## src/ohsp_consts.vh

```
// Timing, framing and counter constants for the overhead serial ports
`ifndef OHSP_CONSTS_VH
`define OHSP_CONSTS_VH

// Master clock rate in kHz (50 MHz)
`define OHSP_MCLK_KHZ 64'd50000
// Phase increment for a 24-bit accumulator toggling at twice the rate
`define OHSP_INC(khz) (((khz) * 64'd33554432) / `OHSP_MCLK_KHZ)

// Port clock rates in kHz
`define OHSP_OVH_KHZ 64'd1408
`define OHSP_RING_KHZ 64'd648
`define OHSP_SEC_KHZ 64'd192
`define OHSP_LINE_KHZ 64'd576

// Bits per 125 us frame and counter widths
`define OHSP_OVH_BITS 176
`define OHSP_OVH_CW 8
`define OHSP_RING_BITS 81
`define OHSP_RING_CW 7
`define OHSP_SEC_BITS 24
`define OHSP_SEC_CW 5
`define OHSP_LINE_BITS 72
`define OHSP_LINE_CW 7

// Frame pulse positions
`define OHSP_OVH_LAST 8'hAF
`define OHSP_RING_FR_BIT 7'h08
`define OHSP_RING_PAY_BYTES 4'h9

// Ring framing sequence and receive bit timing
`define OHSP_RING_FSEQ 8'hF6
`define OHSP_RING_BIT_CYC 7'h4D
`define OHSP_RING_MID 7'h26
`define OHSP_RING_PAY_LAST 7'h47

// Ring receive states
`define OHSP_RX_HUNT 1'b0
`define OHSP_RX_RECV 1'b1

`endif

```

## src/ohsp_lane.v

```verilog
// One serial lane: averaged port clock, bit counter, shifter out and in
`timescale 1ns/1ns
module ohsp_lane #(
  parameter [63:0] INC = 64'h0000000000000001,
  parameter integer FBITS = 8,
  parameter integer CW = 4,
  parameter integer FALL_LAUNCH = 0
) (
  input wire mclk,
  input wire rstn,
  input wire [7:0] byte_in,
  input wire ser_in,
  output reg clk_out,
  output reg ser_out,
  output reg [CW-1:0] cnt,
  output wire step,
  output wire rise_ev,
  output wire fall_ev,
  output reg [7:0] byte_out,
  output reg byte_valid,
  output reg [CW-4:0] byte_idx
);
  localparam integer LASTI = FBITS - 1;
  localparam [CW-1:0] LAST = LASTI[CW-1:0];

  reg [23:0] acc;
  reg [7:0] sh;
  reg [6:0] cap;
  wire [24:0] sum = {1'b0, acc} + {1'b0, INC[23:0]};

  // Carry of the accumulator marks a half period of the port clock
  assign rise_ev = sum[24] & ~clk_out;
  assign fall_ev = sum[24] & clk_out;
  assign step = (FALL_LAUNCH != 0) ? fall_ev : rise_ev;

  // Port clock; edges jitter by one mclk but the average rate is exact
  always @(posedge mclk or negedge rstn) begin
    if (!rstn) begin
      acc <= 24'h000000;
      clk_out <= 1'b0;
    end else begin
      acc <= sum[23:0];
      clk_out <= clk_out ^ sum[24];
    end
  end

  // Frame bit counter and MSB-first shifter on the launch edge
  always @(posedge mclk or negedge rstn) begin
    if (!rstn) begin
      cnt <= {CW{1'b0}};
      ser_out <= 1'b0;
      sh <= 8'h00;
    end else if (step) begin
      cnt <= (cnt == LAST) ? {CW{1'b0}} : cnt + 1'b1;
      if (cnt[2:0] == 3'h0) begin
        ser_out <= byte_in[7];
        sh <= {byte_in[6:0], 1'b0};
      end else begin
        ser_out <= sh[7];
        sh <= {sh[6:0], 1'b0};
      end
    end
  end

  // Sampling side gathers bits MSB first on the rising edge
  always @(posedge mclk or negedge rstn) begin
    if (!rstn) begin
      cap <= 7'h00;
      byte_out <= 8'h00;
      byte_valid <= 1'b0;
      byte_idx <= {(CW-3){1'b0}};
    end else begin
      byte_valid <= 1'b0;
      if (rise_ev) begin
        cap <= {cap[5:0], ser_in};
        if (cnt[2:0] == 3'h7) begin
          byte_out <= {cap, ser_in};
          byte_valid <= 1'b1;
          byte_idx <= cnt[CW-1:3];
        end
      end
    end
  end
endmodule // ohsp_lane

```

## src/ohsp_top.v

```verilog
// Overhead, ring and data-channel serial ports of the overhead terminator
// Behaviour
// The incoming overhead port gets a 1.408 MHz average device clock.
// Incoming overhead bits are sampled on rising edges of that clock.
// Its low frame pulse leaves on a falling edge 1.5 cycles before C1 MSB.
// The outgoing overhead port gets a 1.408 MHz average device clock.
// Outgoing overhead bits change on rising edges of that clock.
// Its low frame pulse leaves on a rising edge one cycle before C1 MSB.
// The ring port has a 648 kHz clock timing its data and frame outputs.
// The low ring frame pulse follows right after the framing sequence.
// Ring output data changes on each rising edge of the ring clock.
// Ring input has no clock; bit timing is recovered from the data.
// Section channel receive bytes leave at 192 kbit/s on falling edges.
// Line channel receive bytes leave at 576 kbit/s on falling edges.
// Section channel transmit bytes are sampled on rising 192 kHz edges.
// Line channel transmit bytes are sampled on rising 576 kHz edges.
// Every serial port carries each byte most significant bit first.
// The far end samples receive channel data on the rising clock edge.
`timescale 1ns/1ns
`include "ohsp_consts.vh"
module ohsp_top (
  input wire mclk,
  input wire rstn,
  output wire ovh_in_port_clock,
  input wire ovh_in_port_data,
  output reg ovh_in_port_frame_n,
  output wire [7:0] ovh_in_byte,
  output wire ovh_in_byte_valid,
  output wire [4:0] ovh_in_byte_index,
  output wire ovh_out_port_clock,
  output wire ovh_out_port_data,
  output reg ovh_out_port_frame_n,
  input wire [7:0] ovh_out_byte,
  output reg [4:0] ovh_out_byte_index,
  output wire ring_port_clock,
  output reg ring_port_frame_n,
  output wire ring_port_data_out,
  input wire ring_port_data_in,
  input wire [7:0] ring_tx_byte,
  output reg [3:0] ring_tx_byte_index,
  output reg [7:0] ring_rx_byte,
  output reg ring_rx_byte_valid,
  output reg ring_rx_frame,
  output wire rx_section_chan_clock,
  output wire rx_section_chan_data,
  input wire [7:0] rx_section_byte,
  output reg [1:0] rx_section_byte_index,
  output wire rx_line_chan_clock,
  output wire rx_line_chan_data,
  input wire [7:0] rx_line_byte,
  output reg [3:0] rx_line_byte_index,
  output wire tx_section_chan_clock,
  input wire tx_section_chan_data,
  output wire [7:0] tx_section_byte,
  output wire tx_section_byte_valid,
  output wire [1:0] tx_section_byte_index,
  output wire tx_line_chan_clock,
  input wire tx_line_chan_data,
  output wire [7:0] tx_line_byte,
  output wire tx_line_byte_valid,
  output wire [3:0] tx_line_byte_index
);
  reg [3:0] sync1;
  reg [3:0] sync2;
  reg ring_prev;
  reg [6:0] ring_phase;
  reg [7:0] ring_hunt;
  reg [6:0] ring_bitc;
  reg ring_state;
  reg [7:0] ring_load;
  wire [7:0] ovi_cnt;
  wire [7:0] ovo_cnt;
  wire [6:0] ring_cnt;
  wire [4:0] rxs_cnt;
  wire [6:0] rxl_cnt;
  wire ovi_fall;
  wire ovo_step;
  wire ring_step;
  wire ring_bit;

  // Pins from outside pass two flops; first stage feeds only the second
  always @(posedge mclk or negedge rstn) begin
    if (!rstn) begin
      sync1 <= 4'h0;
      sync2 <= 4'h0;
    end else begin
      sync1 <= {ring_port_data_in, tx_line_chan_data,
                tx_section_chan_data, ovh_in_port_data};
      sync2 <= sync1;
    end
  end

  // Incoming overhead port: device clock, sample on rise
  ohsp_lane #(
    .INC(`OHSP_INC(`OHSP_OVH_KHZ)),
    .FBITS(`OHSP_OVH_BITS),
    .CW(`OHSP_OVH_CW),
    .FALL_LAUNCH(0)
  ) u_ovh_in (
    .mclk(mclk),
    .rstn(rstn),
    .byte_in(8'h00),
    .ser_in(sync2[0]),
    .clk_out(ovh_in_port_clock),
    .ser_out(),
    .cnt(ovi_cnt),
    .step(),
    .rise_ev(),
    .fall_ev(ovi_fall),
    .byte_out(ovh_in_byte),
    .byte_valid(ovh_in_byte_valid),
    .byte_idx(ovh_in_byte_index)
  );

  // Outgoing overhead port: data changes on rise
  ohsp_lane #(
    .INC(`OHSP_INC(`OHSP_OVH_KHZ)),
    .FBITS(`OHSP_OVH_BITS),
    .CW(`OHSP_OVH_CW),
    .FALL_LAUNCH(0)
  ) u_ovh_out (
    .mclk(mclk),
    .rstn(rstn),
    .byte_in(ovh_out_byte),
    .ser_in(ovh_out_port_data), // Own output looped; capture side unused
    .clk_out(ovh_out_port_clock),
    .ser_out(ovh_out_port_data),
    .cnt(ovo_cnt),
    .step(ovo_step),
    .rise_ev(),
    .fall_ev(),
    .byte_out(),
    .byte_valid(),
    .byte_idx()
  );

  // Ring transmit: framing byte, then payload bytes, then a zero pad bit
  always @* begin
    if (ring_cnt[6:3] == 4'h0) begin
      ring_load = `OHSP_RING_FSEQ;
    end else if (ring_cnt[6:3] <= `OHSP_RING_PAY_BYTES) begin
      ring_load = ring_tx_byte;
    end else begin
      ring_load = 8'h00;
    end
  end

  ohsp_lane #(
    .INC(`OHSP_INC(`OHSP_RING_KHZ)),
    .FBITS(`OHSP_RING_BITS),
    .CW(`OHSP_RING_CW),
    .FALL_LAUNCH(0)
  ) u_ring (
    .mclk(mclk),
    .rstn(rstn),
    .byte_in(ring_load),
    .ser_in(ring_port_data_out),
    .clk_out(ring_port_clock),
    .ser_out(ring_port_data_out),
    .cnt(ring_cnt),
    .step(ring_step),
    .rise_ev(),
    .fall_ev(),
    .byte_out(),
    .byte_valid(),
    .byte_idx()
  );

  // Receive data channels: data launched on the falling edge
  ohsp_lane #(
    .INC(`OHSP_INC(`OHSP_SEC_KHZ)),
    .FBITS(`OHSP_SEC_BITS),
    .CW(`OHSP_SEC_CW),
    .FALL_LAUNCH(1)
  ) u_rx_sec (
    .mclk(mclk),
    .rstn(rstn),
    .byte_in(rx_section_byte),
    .ser_in(rx_section_chan_data),
    .clk_out(rx_section_chan_clock),
    .ser_out(rx_section_chan_data),
    .cnt(rxs_cnt),
    .step(),
    .rise_ev(),
    .fall_ev(),
    .byte_out(),
    .byte_valid(),
    .byte_idx()
  );

  ohsp_lane #(
    .INC(`OHSP_INC(`OHSP_LINE_KHZ)),
    .FBITS(`OHSP_LINE_BITS),
    .CW(`OHSP_LINE_CW),
    .FALL_LAUNCH(1)
  ) u_rx_line (
    .mclk(mclk),
    .rstn(rstn),
    .byte_in(rx_line_byte),
    .ser_in(rx_line_chan_data),
    .clk_out(rx_line_chan_clock),
    .ser_out(rx_line_chan_data),
    .cnt(rxl_cnt),
    .step(),
    .rise_ev(),
    .fall_ev(),
    .byte_out(),
    .byte_valid(),
    .byte_idx()
  );

  // Transmit data channels: far end sources, device samples on rise
  ohsp_lane #(
    .INC(`OHSP_INC(`OHSP_SEC_KHZ)),
    .FBITS(`OHSP_SEC_BITS),
    .CW(`OHSP_SEC_CW),
    .FALL_LAUNCH(0)
  ) u_tx_sec (
    .mclk(mclk),
    .rstn(rstn),
    .byte_in(8'h00),
    .ser_in(sync2[1]),
    .clk_out(tx_section_chan_clock),
    .ser_out(),
    .cnt(),
    .step(),
    .rise_ev(),
    .fall_ev(),
    .byte_out(tx_section_byte),
    .byte_valid(tx_section_byte_valid),
    .byte_idx(tx_section_byte_index)
  );

  ohsp_lane #(
    .INC(`OHSP_INC(`OHSP_LINE_KHZ)),
    .FBITS(`OHSP_LINE_BITS),
    .CW(`OHSP_LINE_CW),
    .FALL_LAUNCH(0)
  ) u_tx_line (
    .mclk(mclk),
    .rstn(rstn),
    .byte_in(8'h00),
    .ser_in(sync2[2]),
    .clk_out(tx_line_chan_clock),
    .ser_out(),
    .cnt(),
    .step(),
    .rise_ev(),
    .fall_ev(),
    .byte_out(tx_line_byte),
    .byte_valid(tx_line_byte_valid),
    .byte_idx(tx_line_byte_index)
  );

  // Frame pulses, each one port clock period wide
  always @(posedge mclk or negedge rstn) begin
    if (!rstn) begin
      ovh_in_port_frame_n <= 1'b1;
      ovh_out_port_frame_n <= 1'b1;
      ring_port_frame_n <= 1'b1;
    end else begin
      if (ovi_fall) begin
        ovh_in_port_frame_n <= ~(ovi_cnt == `OHSP_OVH_LAST);
      end
      if (ovo_step) begin
        ovh_out_port_frame_n <= ~(ovo_cnt == `OHSP_OVH_LAST);
      end
      if (ring_step) begin
        ring_port_frame_n <= ~(ring_cnt == `OHSP_RING_FR_BIT);
      end
    end
  end

  // Byte selects shown to the user, one mclk behind the bit counters;
  // counters hold for many mclk so the byte is settled before its load
  always @(posedge mclk or negedge rstn) begin
    if (!rstn) begin
      ovh_out_byte_index <= 5'h00;
      ring_tx_byte_index <= 4'h0;
      rx_section_byte_index <= 2'h0;
      rx_line_byte_index <= 4'h0;
    end else begin
      ovh_out_byte_index <= ovo_cnt[7:3];
      ring_tx_byte_index <= ring_cnt[6:3] - 4'h1;
      rx_section_byte_index <= rxs_cnt[4:3];
      rx_line_byte_index <= rxl_cnt[6:3];
    end
  end

  // Ring input bit recovery: realign phase on every data transition
  assign ring_bit = sync2[3];
  always @(posedge mclk or negedge rstn) begin
    if (!rstn) begin
      ring_prev <= 1'b0;
      ring_phase <= 7'h00;
    end else begin
      ring_prev <= ring_bit;
      if (ring_bit != ring_prev) begin
        ring_phase <= 7'h00;
      end else if (ring_phase == `OHSP_RING_BIT_CYC - 7'h01) begin
        ring_phase <= 7'h00;
      end else begin
        ring_phase <= ring_phase + 7'h01;
      end
    end
  end

  // Ring input framer: hunt for the sequence, then collect payload bytes
  always @(posedge mclk or negedge rstn) begin
    if (!rstn) begin
      ring_state <= `OHSP_RX_HUNT;
      ring_hunt <= 8'h00;
      ring_bitc <= 7'h00;
      ring_rx_byte <= 8'h00;
      ring_rx_byte_valid <= 1'b0;
      ring_rx_frame <= 1'b0;
    end else begin
      ring_rx_byte_valid <= 1'b0;
      ring_rx_frame <= 1'b0;
      if (ring_phase == `OHSP_RING_MID) begin
        ring_hunt <= {ring_hunt[6:0], ring_bit};
        case (ring_state)
          `OHSP_RX_HUNT: begin
            if ({ring_hunt[6:0], ring_bit} == `OHSP_RING_FSEQ) begin
              ring_state <= `OHSP_RX_RECV;
              ring_bitc <= 7'h00;
              ring_rx_frame <= 1'b1;
            end
          end
          `OHSP_RX_RECV: begin
            ring_bitc <= ring_bitc + 7'h01;
            if (ring_bitc[2:0] == 3'h7) begin
              ring_rx_byte <= {ring_hunt[6:0], ring_bit};
              ring_rx_byte_valid <= 1'b1;
            end
            if (ring_bitc == `OHSP_RING_PAY_LAST) begin
              ring_state <= `OHSP_RX_HUNT;
            end
          end
          default: begin
            ring_state <= `OHSP_RX_HUNT;
          end
        endcase
      end
    end
  end
endmodule // ohsp_top

```

## config.mk

```make
export PLATFORM = sky130hd
export DESIGN_NAME = ohsp_top
export DESIGN_NICKNAME = d
export VERILOG_FILES = /design/src/ohsp_lane.v /design/src/ohsp_top.v
export VERILOG_INCLUDE_DIRS = /design/src /design/src/src
export SDC_FILE = /design/constraint.sdc
export NUM_CORES = 1
export LEC_CHECK = 0
export BUFFER_PORTS_ARGS = -buffer_cell sky130_fd_sc_hd__buf_2
export CAP_MARGIN = 20
export CORE_MARGIN = 3
export CORE_UTILIZATION = 30
export CTS_CLUSTER_DIAMETER = 120
export DETAILED_ROUTE_END_ITERATION = 12
export PLACE_DENSITY_LB_ADDON = 0.05
export SLEW_MARGIN = 10
export SYNTH_ARGS = -nofsm -noshare
export SYNTH_HDL_FRONTEND = slang
export SYNTH_SLANG_ARGS = --single-unit
```

## constraint.sdc

```tcl
create_clock -name mclk -period 3.5 [get_ports mclk]
set_input_delay 0.175 -clock mclk [delete_from_list [all_inputs] [get_ports mclk]]
set_output_delay 0.175 -clock mclk [all_outputs]
set_load 0.005 [all_outputs]
```

### After elaboration in Yosys (flattened, before gate mapping)

Cells that the tools add are included.

* register bits after elaboration: 376
* input bits: 38
* output and inout bits: 77
* logic and storage cells: 163

* $add $sub $neg: 17
* order comparisons: 1
* equal/unequal tests: 18
* muxes and demuxes: 35
* bitwise logic cells: 24
* reductions and logical operators: 10

Operators with widths (count)
* adder 24 x 19 -> 25 bit, second input constant: 3
* 2-to-1 mux 8 bit: 8
* adder 24 x 17 -> 25 bit, second input constant: 2
* adder 24 x 20 -> 25 bit, second input constant: 2
* 2-to-1 mux 7 bit: 6
* adder 7 x 1 -> 7 bit, second input constant: 5
* == test 7 bit, second input constant: 5
* == test 8 bit, second input constant: 3
* 2-to-1 mux 1 bit: 17
* adder 8 x 1 -> 8 bit, second input constant: 2
* one-hot mux 7 bit (2 select lines): 1
* == test 3 bit, second input constant: 4
* zero test 3 bit: 4
* adder 5 x 1 -> 5 bit, second input constant: 2
* == test 5 bit, second input constant: 2
* 2-to-1 mux 5 bit: 2
* inverter 1 bit: 9
* bitwise AND 1 bit: 8
* AND reduction 2 bit: 4
* == test 7 x 4 -> 1 bit, second input constant: 1
* == test 7 x 6 -> 1 bit, second input constant: 1
* XOR 1 bit: 7
* less-or-equal comparator 4 bit, second input constant: 1
* zero test 4 bit: 1
* other kinds (5): 5

### Logic depth before layout (Yosys ltp)

* depth after elaboration: 4
* depth in mapped cells: 14
* depth with buffers taken out: 13

### Hierarchy

A second synthesis with hierarchy kept.

* cells, all modules: 1764
* area, all modules: 20803.7 um^2

Modules (own cells, without submodules)
* ohsp_lane (u_rx_sec ...): times used 2, cells each 204, area an instance 2427.3 um^2, sequential area each 1401.3 um^2
* ohsp_lane (u_ovh_out): times used 1, cells each 251, area an instance 2854.0 um^2, sequential area each 1501.4 um^2
* ohsp_lane (u_ovh_in): times used 1, cells each 228, area an instance 2712.6 um^2, sequential area each 1501.4 um^2
* ohsp_lane (u_tx_line): times used 1, cells each 226, area an instance 2685.1 um^2, sequential area each 1501.4 um^2
* ohsp_lane (u_rx_line): times used 1, cells each 227, area an instance 2666.3 um^2, sequential area each 1501.4 um^2
* ohsp_lane (u_ring): times used 1, cells each 217, area an instance 2638.8 um^2, sequential area each 1501.4 um^2
* ohsp_top: times used 1, cells each 207, area an instance 2392.3 um^2, sequential area each 1480.2 um^2

### Worst setup path before layout

OpenSTA, ideal clock, no wires.

* path type: register to register
* start: register u_ovh_in.acc[2]
* end: register u_ovh_in.byte_idx[0]
* setup time: 125 ps
* arrival time: 2721 ps
* required time: 3375 ps
* setup slack: 654 ps
* cell stages (with the launch flop): 12
* path buffers: 2
* clock period less this slack: 2846 ps
* path through: dfrtp_1 -> inv_1 -> ha_1 -> nor3b_1 -> a211o_1 -> o21ai_0 -> nor3b_1 -> ha_1 -> clkbuf_1 -> nand2_1 -> buf_1 -> mux2_2

* cells in the longest elaborated chain, start to end: 3

RTL lines
* from (decl): RTL line ohsp_lane.v:26 `reg [23:0] acc;`
* from (signal assigned): RTL line ohsp_lane.v:42 `acc <= sum[23:0];`
* adder 24 x 20 -> 25 bit: RTL line ohsp_lane.v:29 `wire [24:0] sum = {1'b0, acc} + {1'b0, INC[23:0]};`
* bitwise AND 1 bit: RTL line ohsp_lane.v:32 `assign rise_ev = sum[24] & ~clk_out;`
* named net u_ovh_in.rise_ev: RTL line ohsp_lane.v:17 `output wire rise_ev,`
* AND reduction 2 bit (no line)
* to (signal assigned): RTL line ohsp_lane.v:71 `byte_idx <= {(CW-3){1'b0}};`
* to (signal assigned): RTL line ohsp_lane.v:79 `byte_idx <= cnt[CW-1:3];`
* to (decl): RTL line ohsp_lane.v:21 `output reg [CW-4:0] byte_idx`

The timed path passes the listed nets, and every way through them passes these cells.
A chain may end at the register's enable or synchronous reset.

### Final worst setup path

* start: register u_ovh_in.acc[2]
* end: register u_ovh_in.byte_out[6]

* cells in the longest elaborated chain, start to end: 3

RTL lines
* adder 24 x 20 -> 25 bit: RTL line ohsp_lane.v:29
* bitwise AND 1 bit: RTL line ohsp_lane.v:32
* named net u_ovh_in.rise_ev: RTL line ohsp_lane.v:17
* AND reduction 2 bit (no line)
* to (signal assigned): RTL line ohsp_lane.v:77 `byte_out <= {cap, ser_in};`
* to (decl): RTL line ohsp_lane.v:19 `output reg [7:0] byte_out,`

The timed path passes the listed nets, and every way through them passes these cells.

==> impl_metrics.yaml <==
clocking:
  total_clock_buffers_created_by_cts: 45
  cts_tree: "yes"
  clk_path_buf_depth: 3
  htreeDepth: 2
  post_cts.resized_instances: 0
  clk-insertion-delay-late_ns: 0.56
  setup_repair_bufs_after_cts: 0
  clock_transition_at_path_regs_ns: 0.06
  clkSinkCount: 368
  clk_root_buffer_cell: "sky130_fd_sc_hd__clkbuf_16"
synthesis:
  mean_cell_area_of_the_mapped_netlist_um2: 11.71
  yosysWarningCount: 0
  post_synth_inst_count: 1346
  async_flop_share_pct: 100.0
  mappedNetlistArea_mm2: 0.01576
  synth-seq-cells: 368
  ys_seq_area_share_pct: 58.47
  synth_fp_nets: 1421
  synth.distinct_cells: 69
  synthFlopType: "sky130_fd_sc_hd__dfrtp_1"
  synth_enable_flop_cells: 0
min_path:
  whs_path_cells: 5
  whs_endpoint: "u_ring.sh[6]"
  hp-start: "ring_tx_byte[5]"
  worst_hold_path_type: "input port to flip-flop"
routing:
  detail-route-antenna-nets: 0
  drt-wirelength-per-cell_um: 13.92
  drc: 0
  detail_route.wirelength_mm: 31.30
  via_density_per_instance: 4.486
  dr.first_iter.drc_count: 482
  drtPass1Iterations: 4
  route.vias.total: 10090
global_routing:
  maximum_number_of_pins_on_one_net_before_global_route_repair: 109
  grt.overflow.total: 0
  grt_first_pass_wirelength_mm: 53.50
  antenna_found_initial: 0
  first_global_vias: 10280
  track_usage_pct: 11.49
pwr:
  post-layout-total-power_w: 0.008977
  powerDensity_mw_per_mm2: 470.7
  leakagePower_nw: 8.956
  peakVddDrop_v: 0.0002959
setup_path:
  source_of_the_worst_register_to_register_timing_path: "u_ovh_in.acc[2]"
  crit_fanout: 14
  r2r_setup_slack_ns: 0.34
  critical_path.endpoint_type: "flip-flop"
  setup.worst_path.class: "flip-flop to flip-flop"
  critical_path_arrival_ns: 3.60
  critPathRequiredTime_ns: 3.94
  r2r-end: "u_ovh_in.byte_out[6]"
  worstSetupStartpointType: "flip-flop"
  r2r.worst_path.cells: 9
final_layout:
  antennaDiodeCount: 0
  finish.net_count: 1607
  layout.cells.most_common_list: "365 x sky130_fd_sc_hd__dfrtp_1, 126 x sky130_fd_sc_hd__nor2_1, 113 x sky130_fd_sc_hd__buf_2"
  layout.cells.most_common: "sky130_fd_sc_hd__dfrtp_1"
  finish.cell_count_without_fillers: 2248
  area.growth.synth_to_final_pct: 21.05
  drive_above_1_share_pct: 19.71
sta:
  unrepaired_setup_endpoints_after_global_routing: "no"
  whs_ns: 0.03366
  worst_pin_slew_ns: 0.9129
  max_slew_margin_pct: 39.14
  setup_tns_ns: 0
  period_needed_ns: 3.155
  final_count_of_negative_setup_slack_endpoints: 0
  hold_viol: 0
  layout_worst_path_cycle_share_pct: 90.15
  drv_slew: 0
  achievable-frequency_mhz: 316.9
  worst_clock_skew_ns: 0.01125
  timing.final.ws_setup_ns: 0.3447
place:
  gp_weighted_congestion: 0.7205
  io_buffers: 114
  post-dp-hpwl_mm: 20.86
  preCtsSetupSlack_ns: 0.3287
  placed_cells: 2131
job:
  cap_viol_max_count: 0
floorplan:
  initial_core_util_pct: 30.53
  die-width_um: 235.2
  io-pin-count: 115
  standard_cell_row_count: 83
  core_region_area_mm2: 0.05161
  fp.dieArea_mm2: 0.05531
  dieHeight_um: 235.2
status:
  outcome: "finished clean"
[worst max-delay path by stage]
stage	from	end	slack [ns]	cells past startpoint
global route	u_ovh_in.acc[2]	u_ovh_in.byte_out[6]	0.04	9
finish	u_ovh_in.acc[2]	u_ovh_in.byte_out[6]	0.34	9
floorplan	u_ovh_in.acc[2]	u_ovh_in.byte_idx[0]	0.65	11
CTS	u_ovh_in.acc[2]	u_ovh_in.byte_out[6]	0.30	9
detailed placement	u_ovh_in.acc[2]	u_ovh_in.byte_out[6]	0.33	9
global placement	u_ovh_in.acc[2]	u_ovh_in.byte_out[7]	0.43	9
[routing by layer]
| metal | wire length, µm | share of wire [%] | GRT usage, % | vias to the layer above |
|---|---|---|---|---|
| met2 | 13780 | 44 | 17.55 | 109 |
| met3 | 1226 | 3.9 | 2.753 | 61 |
| met1 | 15470 | 49 | 16.01 | 4888 |
| met4 | 816 | 2.6 | 3.895 | 0 |
| li1 | - | - | - | 5027 |
| met5 | 0 | 0 | 0 | - |
[synthesized netlist by cell type, drive strengths merged (3+ instances only)]
cell,n,area [µm²]
nor4b,3,26.28
or4,4,37.53
and3,16,100.1
a21o,7,52.55
mux2i,23,230.2
o21bai,4,30.03
a21oi,64,320.3
nand2,79,296.5
clkbuf,25,93.84
or3b,3,26.28
nand4b,4,35.03
o21ai,49,252.7
ha,37,462.9
a21boi,8,63.81
nor3,23,120.1
nand2b,9,56.30
nor3b,9,67.56
and2,7,43.79
a31oi,10,62.56
o41ai,5,51.30
o211ai,9,67.56
inv,63,236.5
nor2b,10,62.56
o22ai,7,50.05
or3,4,25.02
nand3,47,235.2
nor2,126,473.0
xor2,82,718.2
buf,4,22.52
nor4,7,88.83
xnor2,83,727.0
and3b,3,26.28
o21a,4,30.03
a211o,3,26.28
dfstp,3,78.83
nand4,22,137.6
or2,3,18.77
dfrtp,365,9134
mux2,72,810.8
o31ai,8,60.06
a211oi,9,77.57
[cell families after synthesis]
family	after synthesis	synth area share (%)
DFF	368	58.47
AOI/OAI and AO/OA	203	8.251
adders and majority gates	37	2.938
and+or+nand+nor	386	12.32
xor gates and xnor gates	165	9.172
buffers and inverters	92	2.239
muxes	95	6.607
[where the power goes]
part | switching (W) | internal (W)
combinational | 0.000116 | 0.0000710
clock | 0.00182 | 0.00268
sequential | 0.0000126 | 0.00427
[flip-flops by register name, summed over array words and instances, names as in the netlist, 22 cells and up]
register	flops
u_rx_sec.acc	24
u_rx_line.acc	24
u_ovh_in.acc	22
u_tx_sec.acc	24
u_ovh_out.acc	22
u_ring.acc	24
u_tx_line.acc	24
[critical path, stage by stage, from the launching register on]
cell and delay, ns:
sky130_fd_sc_hd__dfrtp_1 0.37, sky130_fd_sc_hd__inv_1 0.07, sky130_fd_sc_hd__ha_1 0.25, sky130_fd_sc_hd__nor3b_1 0.17, sky130_fd_sc_hd__a211o_1 0.35, sky130_fd_sc_hd__o21ai_0 0.34
sky130_fd_sc_hd__nor3b_1 0.34, sky130_fd_sc_hd__ha_1 0.32, sky130_fd_sc_hd__nand2_1 0.42, sky130_fd_sc_hd__mux2_2 0.42
[stage by stage]
step | utilization [%] | area [µm²]
2_1_floorplan | - | 15760
3_3_place_gp | 33.49 | 17280
3_5_place_dp | 33.49 | 17280
4_1_cts | 36.95 | 19070
5_1_grt | 36.95 | 19070
6_report | 36.95 | 19070
[timing repair]
action,in CTS,in global routing
endpoints found under the setup margin,0,0
hold buffers,34,0
hold endpoints to repair,132,0
[cell type report]
| type | count | area [µm²] |
|---|---|---|
| clock buffer | 67 | 1359 |
| clock inverter | 16 | 90.09 |
| fill | 5102 | 32540 |
| inverter | 63 | 236.5 |
| multi-input combinational | 886 | 6191 |
| sequential | 368 | 9213 |
| tap | 680 | 850.8 |
| timing repair buffer | 168 | 1134 |
Note: power is estimated with default switching activity, not from simulation.
